--- config.mk ---
export PLATFORM = sky130hd
export DESIGN_NAME = sas_slice
export DESIGN_NICKNAME = d
export VERILOG_FILES = /design/src/rtl/sas_pkg.sv /design/src/rtl/sas_decode.sv /design/src/rtl/sas_slice.sv
export VERILOG_INCLUDE_DIRS = /design/src /design/src/rtl
export SDC_FILE = /design/constraint.sdc
export NUM_CORES = 1
export LEC_CHECK = 0
export ABC_AREA = 1
export BUFFER_PORTS_ARGS = -buffer_cell sky130_fd_sc_hd__buf_4
export CAP_MARGIN = 20
export CORE_MARGIN = 3
export CORE_UTILIZATION = 37
export CTS_BUF_LIST = sky130_fd_sc_hd__clkbuf_4 sky130_fd_sc_hd__clkbuf_8 sky130_fd_sc_hd__clkbuf_16
export DETAILED_ROUTE_END_ITERATION = 10
export HOLD_SLACK_MARGIN = 0.1
export SYNTH_ARGS = -nofsm -noshare
export SYNTH_HDL_FRONTEND = slang
export SYNTH_SLANG_ARGS = --single-unit
--- constraint.sdc ---
create_clock -name mclk -period 3 [get_ports mclk]
set_input_delay 0.6 -clock mclk [delete_from_list [all_inputs] [get_ports mclk]]
set_output_delay 0.6 -clock mclk [all_outputs]
set_load 0.05 [all_outputs]
--- src/rtl/sas_params.svh ---
// constants for the stack address arithmetic slice
`ifndef SAS_PARAMS_SVH
`define SAS_PARAMS_SVH
`define SAS_WIDTH 4
`define SAS_REG_RESET 4'h0
`define SAS_OP_LOW_BIT 0
`endif

--- src/rtl/sas_pkg.sv ---
// types shared by the stack address arithmetic slice
`include "sas_params.svh"
package sas_pkg;
   typedef logic [`SAS_WIDTH-1:0] sas_nib_t;
   // operand selection for the adder
   typedef enum logic [1:0]
   {
      SAS_SRC_NONE = 2'b00,
      SAS_SRC_FIRST = 2'b01,
      SAS_SRC_SECOND = 2'b10,
      SAS_SRC_THIRD = 2'b11
   } sas_src_e;
   // decoded instruction
   typedef struct packed
   {
      sas_src_e operand;
      sas_src_e dest;
      sas_src_e showReg;
   } sas_dec_s;
   // registered state except the carry out
   typedef struct packed
   {
      sas_nib_t firstAddrReg;
      sas_nib_t secondAddrReg;
      sas_nib_t thirdAddrReg;
      sas_nib_t resultReg;
      sas_nib_t addrBusOut;
      logic addrOe;
      logic resultOe;
      sas_nib_t resultBusN;
   } sas_state_s;
endpackage : sas_pkg

--- src/rtl/sas_decode.sv ---
// instruction decoder for the stack address arithmetic slice
`timescale 1ns/1ns
module sas_decode
(
   input wire logic [3:0] opSel,
   output sas_pkg::sas_dec_s dec
);
   import sas_pkg::*;

   // ----------------------------------------
   // decode of all sixteen codes
   // ----------------------------------------
   always_comb
   begin
      dec = '{SAS_SRC_NONE, SAS_SRC_NONE, SAS_SRC_NONE};
      case (opSel) // RULE_02
         4'h0, 4'h1: dec = '{SAS_SRC_FIRST, SAS_SRC_FIRST, SAS_SRC_FIRST}; // RULE_10
         4'h2, 4'h3: dec = '{SAS_SRC_FIRST, SAS_SRC_SECOND, SAS_SRC_FIRST}; // RULE_10
         4'h4, 4'h5: dec = '{SAS_SRC_FIRST, SAS_SRC_THIRD, SAS_SRC_FIRST}; // RULE_10
         4'h6, 4'h7: dec = '{SAS_SRC_SECOND, SAS_SRC_SECOND, SAS_SRC_SECOND}; // RULE_10
         4'h8, 4'h9: dec = '{SAS_SRC_NONE, SAS_SRC_THIRD, SAS_SRC_THIRD}; // RULE_11 RULE_03
         4'ha: dec = '{SAS_SRC_NONE, SAS_SRC_NONE, SAS_SRC_FIRST}; // RULE_12
         4'hb: dec = '{SAS_SRC_NONE, SAS_SRC_FIRST, SAS_SRC_FIRST}; // RULE_11
         4'hc: dec = '{SAS_SRC_THIRD, SAS_SRC_NONE, SAS_SRC_THIRD}; // RULE_12
         4'hd: dec = '{SAS_SRC_THIRD, SAS_SRC_THIRD, SAS_SRC_THIRD}; // RULE_11
         4'he: dec = '{SAS_SRC_NONE, SAS_SRC_NONE, SAS_SRC_SECOND}; // RULE_12
         4'hf: dec = '{SAS_SRC_NONE, SAS_SRC_SECOND, SAS_SRC_SECOND}; // RULE_11
         default: dec = '{SAS_SRC_NONE, SAS_SRC_NONE, SAS_SRC_NONE};
      endcase
   end
endmodule : sas_decode

--- src/rtl/sas_slice.sv ---
// top of the stack address arithmetic slice
`timescale 1ns/1ns
// Contract
// [RULE_01] three 4-bit address registers, each loadable from the adder sum
// [RULE_02] all sixteen op_sel codes decode to distinct operations
// [RULE_03] upper op_sel bits pick the register operand, or none for offset plus carry
// [RULE_04] the inverted offset bus is always one adder operand, with carry
// [RULE_05] next edge writes sum to one register and result register when gated
// [RULE_06] step gate high blocks all register updates; controller holds it low
// [RULE_07] a microcycle starts on the rising edge, result caught next edge
// [RULE_08] low op_sel bit high puts the adder sum on the address bus
// [RULE_09] low op_sel bit low puts the selected register on the address bus
// [RULE_10] codes 0 to 7 use first or second register with stated destinations
// [RULE_11] codes 8 to f load third, first, second or add to third when odd
// [RULE_12] even codes a, c, e change no register, only drive the address bus
// [RULE_13] every increment, decrement or transfer completes in one clock
// [RULE_14] active-low carries ripple from slice to slice; carry out is registered here, so it follows its inputs by one clock
// [RULE_15] the result register drives the inverted result bus via three-state
// [RULE_16] address bus driven only while its enable is low
// [RULE_17] result bus driven only while its enable is low
// [RULE_18] controller fetches with operand one on the first register keep code
// [RULE_19] controller may add a displacement to first register into third next cycle
// [RULE_20] offset and carries are inverted at the adder so registers hold true values
module sas_slice
(
   input wire logic mclk,
   input wire logic rstn,
   input wire logic [3:0] opSel,
   input wire sas_pkg::sas_nib_t offsetInN,
   input wire logic carryInN,
   input wire logic stepGateN,
   input wire logic addrDriveEnN,
   input wire logic resultDriveEnN,
   output sas_pkg::sas_nib_t addrBusOut,
   output logic addrBusOe,
   output sas_pkg::sas_nib_t resultBusN,
   output logic resultBusOe,
   output logic carryOutN
);
   import sas_pkg::*;

   sas_state_s st;
   sas_state_s next_st;
   sas_dec_s dec;
   sas_nib_t operandReg;
   sas_nib_t sum;
   logic carryOut;
   logic carryOutReg;
   logic next_carryOut;

   // ----------------------------------------
   // decode
   // ----------------------------------------
   sas_decode sas_decode_inst
   (
      .opSel(opSel),
      .dec(dec)
   );

   // ----------------------------------------
   // adder
   // ----------------------------------------
   // register operand chosen by upper instruction bits
   always_comb
   begin
      case (dec.operand) // RULE_03
         SAS_SRC_FIRST: operandReg = st.firstAddrReg;
         SAS_SRC_SECOND: operandReg = st.secondAddrReg;
         SAS_SRC_THIRD: operandReg = st.thirdAddrReg;
         default: operandReg = `SAS_REG_RESET;
      endcase
   end

   // inputs arrive inverted; registers keep true form so chained slices agree
   assign {carryOut, sum} = {1'b0, operandReg} + {1'b0, ~offsetInN}
      + {4'h0, ~carryInN}; // RULE_04 RULE_20 RULE_14

   // ----------------------------------------
   // next state
   // ----------------------------------------
   // outputs are registered, so the address bus follows its cause by one clock
   always_comb
   begin
      next_st = st;
      next_carryOut = carryOut;
      if (!stepGateN) // RULE_06 RULE_05
      begin
         if (dec.dest != SAS_SRC_NONE) // RULE_12
         begin
            next_st.resultReg = sum; // RULE_05 RULE_13
            case (dec.dest) // RULE_01
               SAS_SRC_FIRST: next_st.firstAddrReg = sum;
               SAS_SRC_SECOND: next_st.secondAddrReg = sum;
               SAS_SRC_THIRD: next_st.thirdAddrReg = sum;
               default: next_st.resultReg = sum;
            endcase
         end
      end
      // address bus mux, independent of the step gate
      if (opSel[`SAS_OP_LOW_BIT]) // RULE_08
         next_st.addrBusOut = sum;
      else
      begin
         case (dec.showReg) // RULE_09
            SAS_SRC_FIRST: next_st.addrBusOut = st.firstAddrReg;
            SAS_SRC_SECOND: next_st.addrBusOut = st.secondAddrReg;
            SAS_SRC_THIRD: next_st.addrBusOut = st.thirdAddrReg;
            default: next_st.addrBusOut = `SAS_REG_RESET;
         endcase
      end
      next_st.addrOe = addrDriveEnN; // RULE_16
      next_st.resultOe = resultDriveEnN; // RULE_17
      next_st.resultBusN = ~next_st.resultReg; // RULE_15
   end

   // ----------------------------------------
   // state register
   // ----------------------------------------
   // reset is not part of the slice proper; added so state is defined
   always_ff @(posedge mclk)
   begin
      if (!rstn)
      begin
         st <= '{`SAS_REG_RESET, `SAS_REG_RESET, `SAS_REG_RESET, `SAS_REG_RESET,
                 `SAS_REG_RESET, 1'b1, 1'b1, 4'hf};
         carryOutReg <= 1'b0;
      end
      else
      begin
         st <= next_st; // RULE_07
         carryOutReg <= next_carryOut;
      end
   end

   assign addrBusOut = st.addrBusOut;
   assign addrBusOe = st.addrOe;
   assign resultBusN = st.resultBusN;
   assign resultBusOe = st.resultOe;
   assign carryOutN = ~carryOutReg; // RULE_14
endmodule : sas_slice

==> impl_metrics.py <==
metrics = {
    "floorplanning": {
        "ios": 25,
        "row_count": 22,
        "dieHeight_um": 69.6,
        "initial_core_util_pct": 39.6,
        "die-area_mm2": 0.00484,
        "dieWidth_um": 69.6,
        "core-area_mm2": 0.00377,
    },
    "global_routing": {
        "grt_pass1_vias": 1182,
        "grt_pass1_wl_mm": 5.46,
        "grt_max_degree": 21,
        "grt_antenna_before_repair": 0,
        "grt_usage_pct": 14.0,
        "grt.overflow.total": 0,
    },
    "clock_tree": {
        "htreeDepth": 1,
        "cts_tree": "yes",
        "cts.path.max_buffers": 2,
        "clkSlewWorstSetupHoldPaths_ps": 90,
        "clkLatencyLatePin_ps": 270,
        "cts_resized": 0,
        "post_cts_buffers": 0,
        "numCtsBuffers": 3,
        "cts_root_buf": "clkbuf_8",
        "cts.sinks": 27,
        "postCtsHoldBufs": 0,
    },
    "drt": {
        "drtPass1Iterations": 4,
        "drc": 0,
        "wirelength_mm": 3.19,
        "wl_met2_mm": 1.44,
        "ant_nets": 0,
        "met1_length_mm": 1.55,
        "highest-signal-layer": "met4",
        "via_per_inst": 4.58,
        "wl_met3_um": 156,
        "wl_per_cell_um": 11.3,
        "drt_iter0_markers": 47,
        "vias": 1288,
    },
    "logic_synthesis": {
        "ys_ff_latch": 27,
        "synth-main-ff-cell": "dfxtp_1",
        "syn-cell-area_mm2": 0.00150,
        "syn_area_per_cell_um2": 6.92,
        "netlist_instances": 216,
        "synth.largest_area_cell": "dfxtp_1",
        "yosysWarningCount": 0,
        "synthTopCellsByArea": "dfxtp_1 (36%), nand2_1 (14%), nor2_1 (9.0%), inv_1 (8.8%), buf_4 (4.0%)",
        "synth_edf_count": 0,
        "yosysSeqAreaShare_pct": 36.2,
        "async_reset_ff_share_pct": 0,
        "synth.most_common_cell": "nand2_1",
        "synth_top_area_share_pct": 36.2,
        "syn_nets": 235,
        "yosys.cell_types.count": 29,
        "synthTopCellsByCount": "nand2_1 (55), nor2_1 (36), inv_1 (35), dfxtp_1 (27), buf_4 (8)",
    },
    "critical_path": {
        "cp.required_ps": 3180,
        "critPathMaxFanout": 5,
        "worstSetupPathType": "primary input to register",
        "reg2reg_slack_ps": 930,
        "crit_path_start_kind": "primary input",
        "worstPathArrival_ps": 2640,
        "worstSetupEndpointType": "register",
    },
    "sta": {
        "worst_pin_slew_ps": 439,
        "fin_tns_setup_ps": 0,
        "setup-violations-final": 0,
        "fin_skew_ps": 1.25,
        "hold_viol": 0,
        "holdWs_ps": 485,
        "min_period_ps": 2460,
        "max_freq_mhz": 406,
        "period_share_pct": 82.1,
        "slew_headroom_pct": 70.5,
        "maxSlewViolCount": 0,
        "rsz0062_at_grt": "false",
    },
    "final_layout": {
        "final-seq-area_um2": 541,
        "nFillCells": 413,
        "multiInputGateArea_um2": 731,
        "final_layout_size_suffix_gt1_share_pct": 19.3,
        "fin_nets": 253,
        "synthToLayoutAreaGrowth_pct": 13.9,
        "n_antenna_cell": 0,
    },
    "min_path": {
        "hold_path.class": "register to register",
    },
    "pwr": {
        "leakage_uw": 0.000860,
        "ir_worst_vdd_mv": 0.280,
        "powerDensity_mw_per_mm2": 491,
    },
    "flow_run": {
        "maxCapViolations": 0,
    },
    "status": {
        "run_status": "finished clean",
    },
    "place": {
        "dpl.hpwl_mm": 2.52,
        "numPortBuffers": 24,
        "gp_congestion": 0.908,
    },
}
==> critical path: stages <==
cell	delay (ps)
buf_4	120
inv_1	100
nand2_1	110
inv_1	150
nand3_1	90
o211ai_1	130
fa_1	230
inv_1	50
fa_1	390
xnor2_1	390
nor2_1	100
nor2_1	140
inv_1	50
==> through the flow <==
stage	area, um2	worst slack [ps]	std cells	util (%)	total power [uW]
after CTS	1700	546	281	45.2	847
after detailed placement	1650	259	277	43.9	628
after global routing	1700	321	281	45.2	885
after floorplan	1500	636	216	-	577
final	1700	537	281	45.2	835
after global placement	1650	358	277	43.9	627
==> state kept, by name, summed over array words and instances, names as in the netlist, named ones only <==
signal	count
addrBusOut	4
st	14
resultBusN	4
carryOutReg	1
addrBusOe	1
resultBusOe	1
==> per-layer routing <==
layer,vias to the layer above,global-route usage (%)
li1,682,-
met1,573,18.6
met2,27,22.5
met3,6,4.20
met4,0,2.60
met5,-,0
==> area by class of cell <==
class	count	area share, %
inverters	38	8.38
clock buffers	4	2.87
multi-input cells	140	42.9
well taps	48	3.53
flip-flops and latches	27	31.7
repair buffers	24	10.6
==> kinds of logic (layout without fill, tap and decap cells) <==
family,Yosys count,after routing,synth area share (%)
AND/OR/NAND/NOR,115,115,35.1
buffers and inverters,49,66,15.0
flip-flops,27,27,36.2
AO/OA/AOI/OAI,19,19,8.03
adder cells (fa/ha/maj),5,5,5.19
XOR/XNOR,1,1,0.586
==> where the power goes <==
group,switching (uW),internal (uW)
Combinational,146,72.9
Clock,113,104
Sequential,12.0,387
Total,271,564
==> path summary, 6_finish.rpt <==
path,depth (start not counted),end,from
max,13,resultBusN[2],opSel[1]
min,3,resultBusN[0],st[10]
max reg2reg,9,resultBusN[2],st[18]
min reg2reg,3,resultBusN[0],st[10]
==> cells in the final DEF (no fill, tap or decap), types with 7 or more instances in the layout <==
master,instances
nand2_1,55
nor2_1,36
inv_1,35
dfxtp_1,27
buf_4,24
o21ai_0,7
nand3_1,7
(Power assumes the default switching activity.)
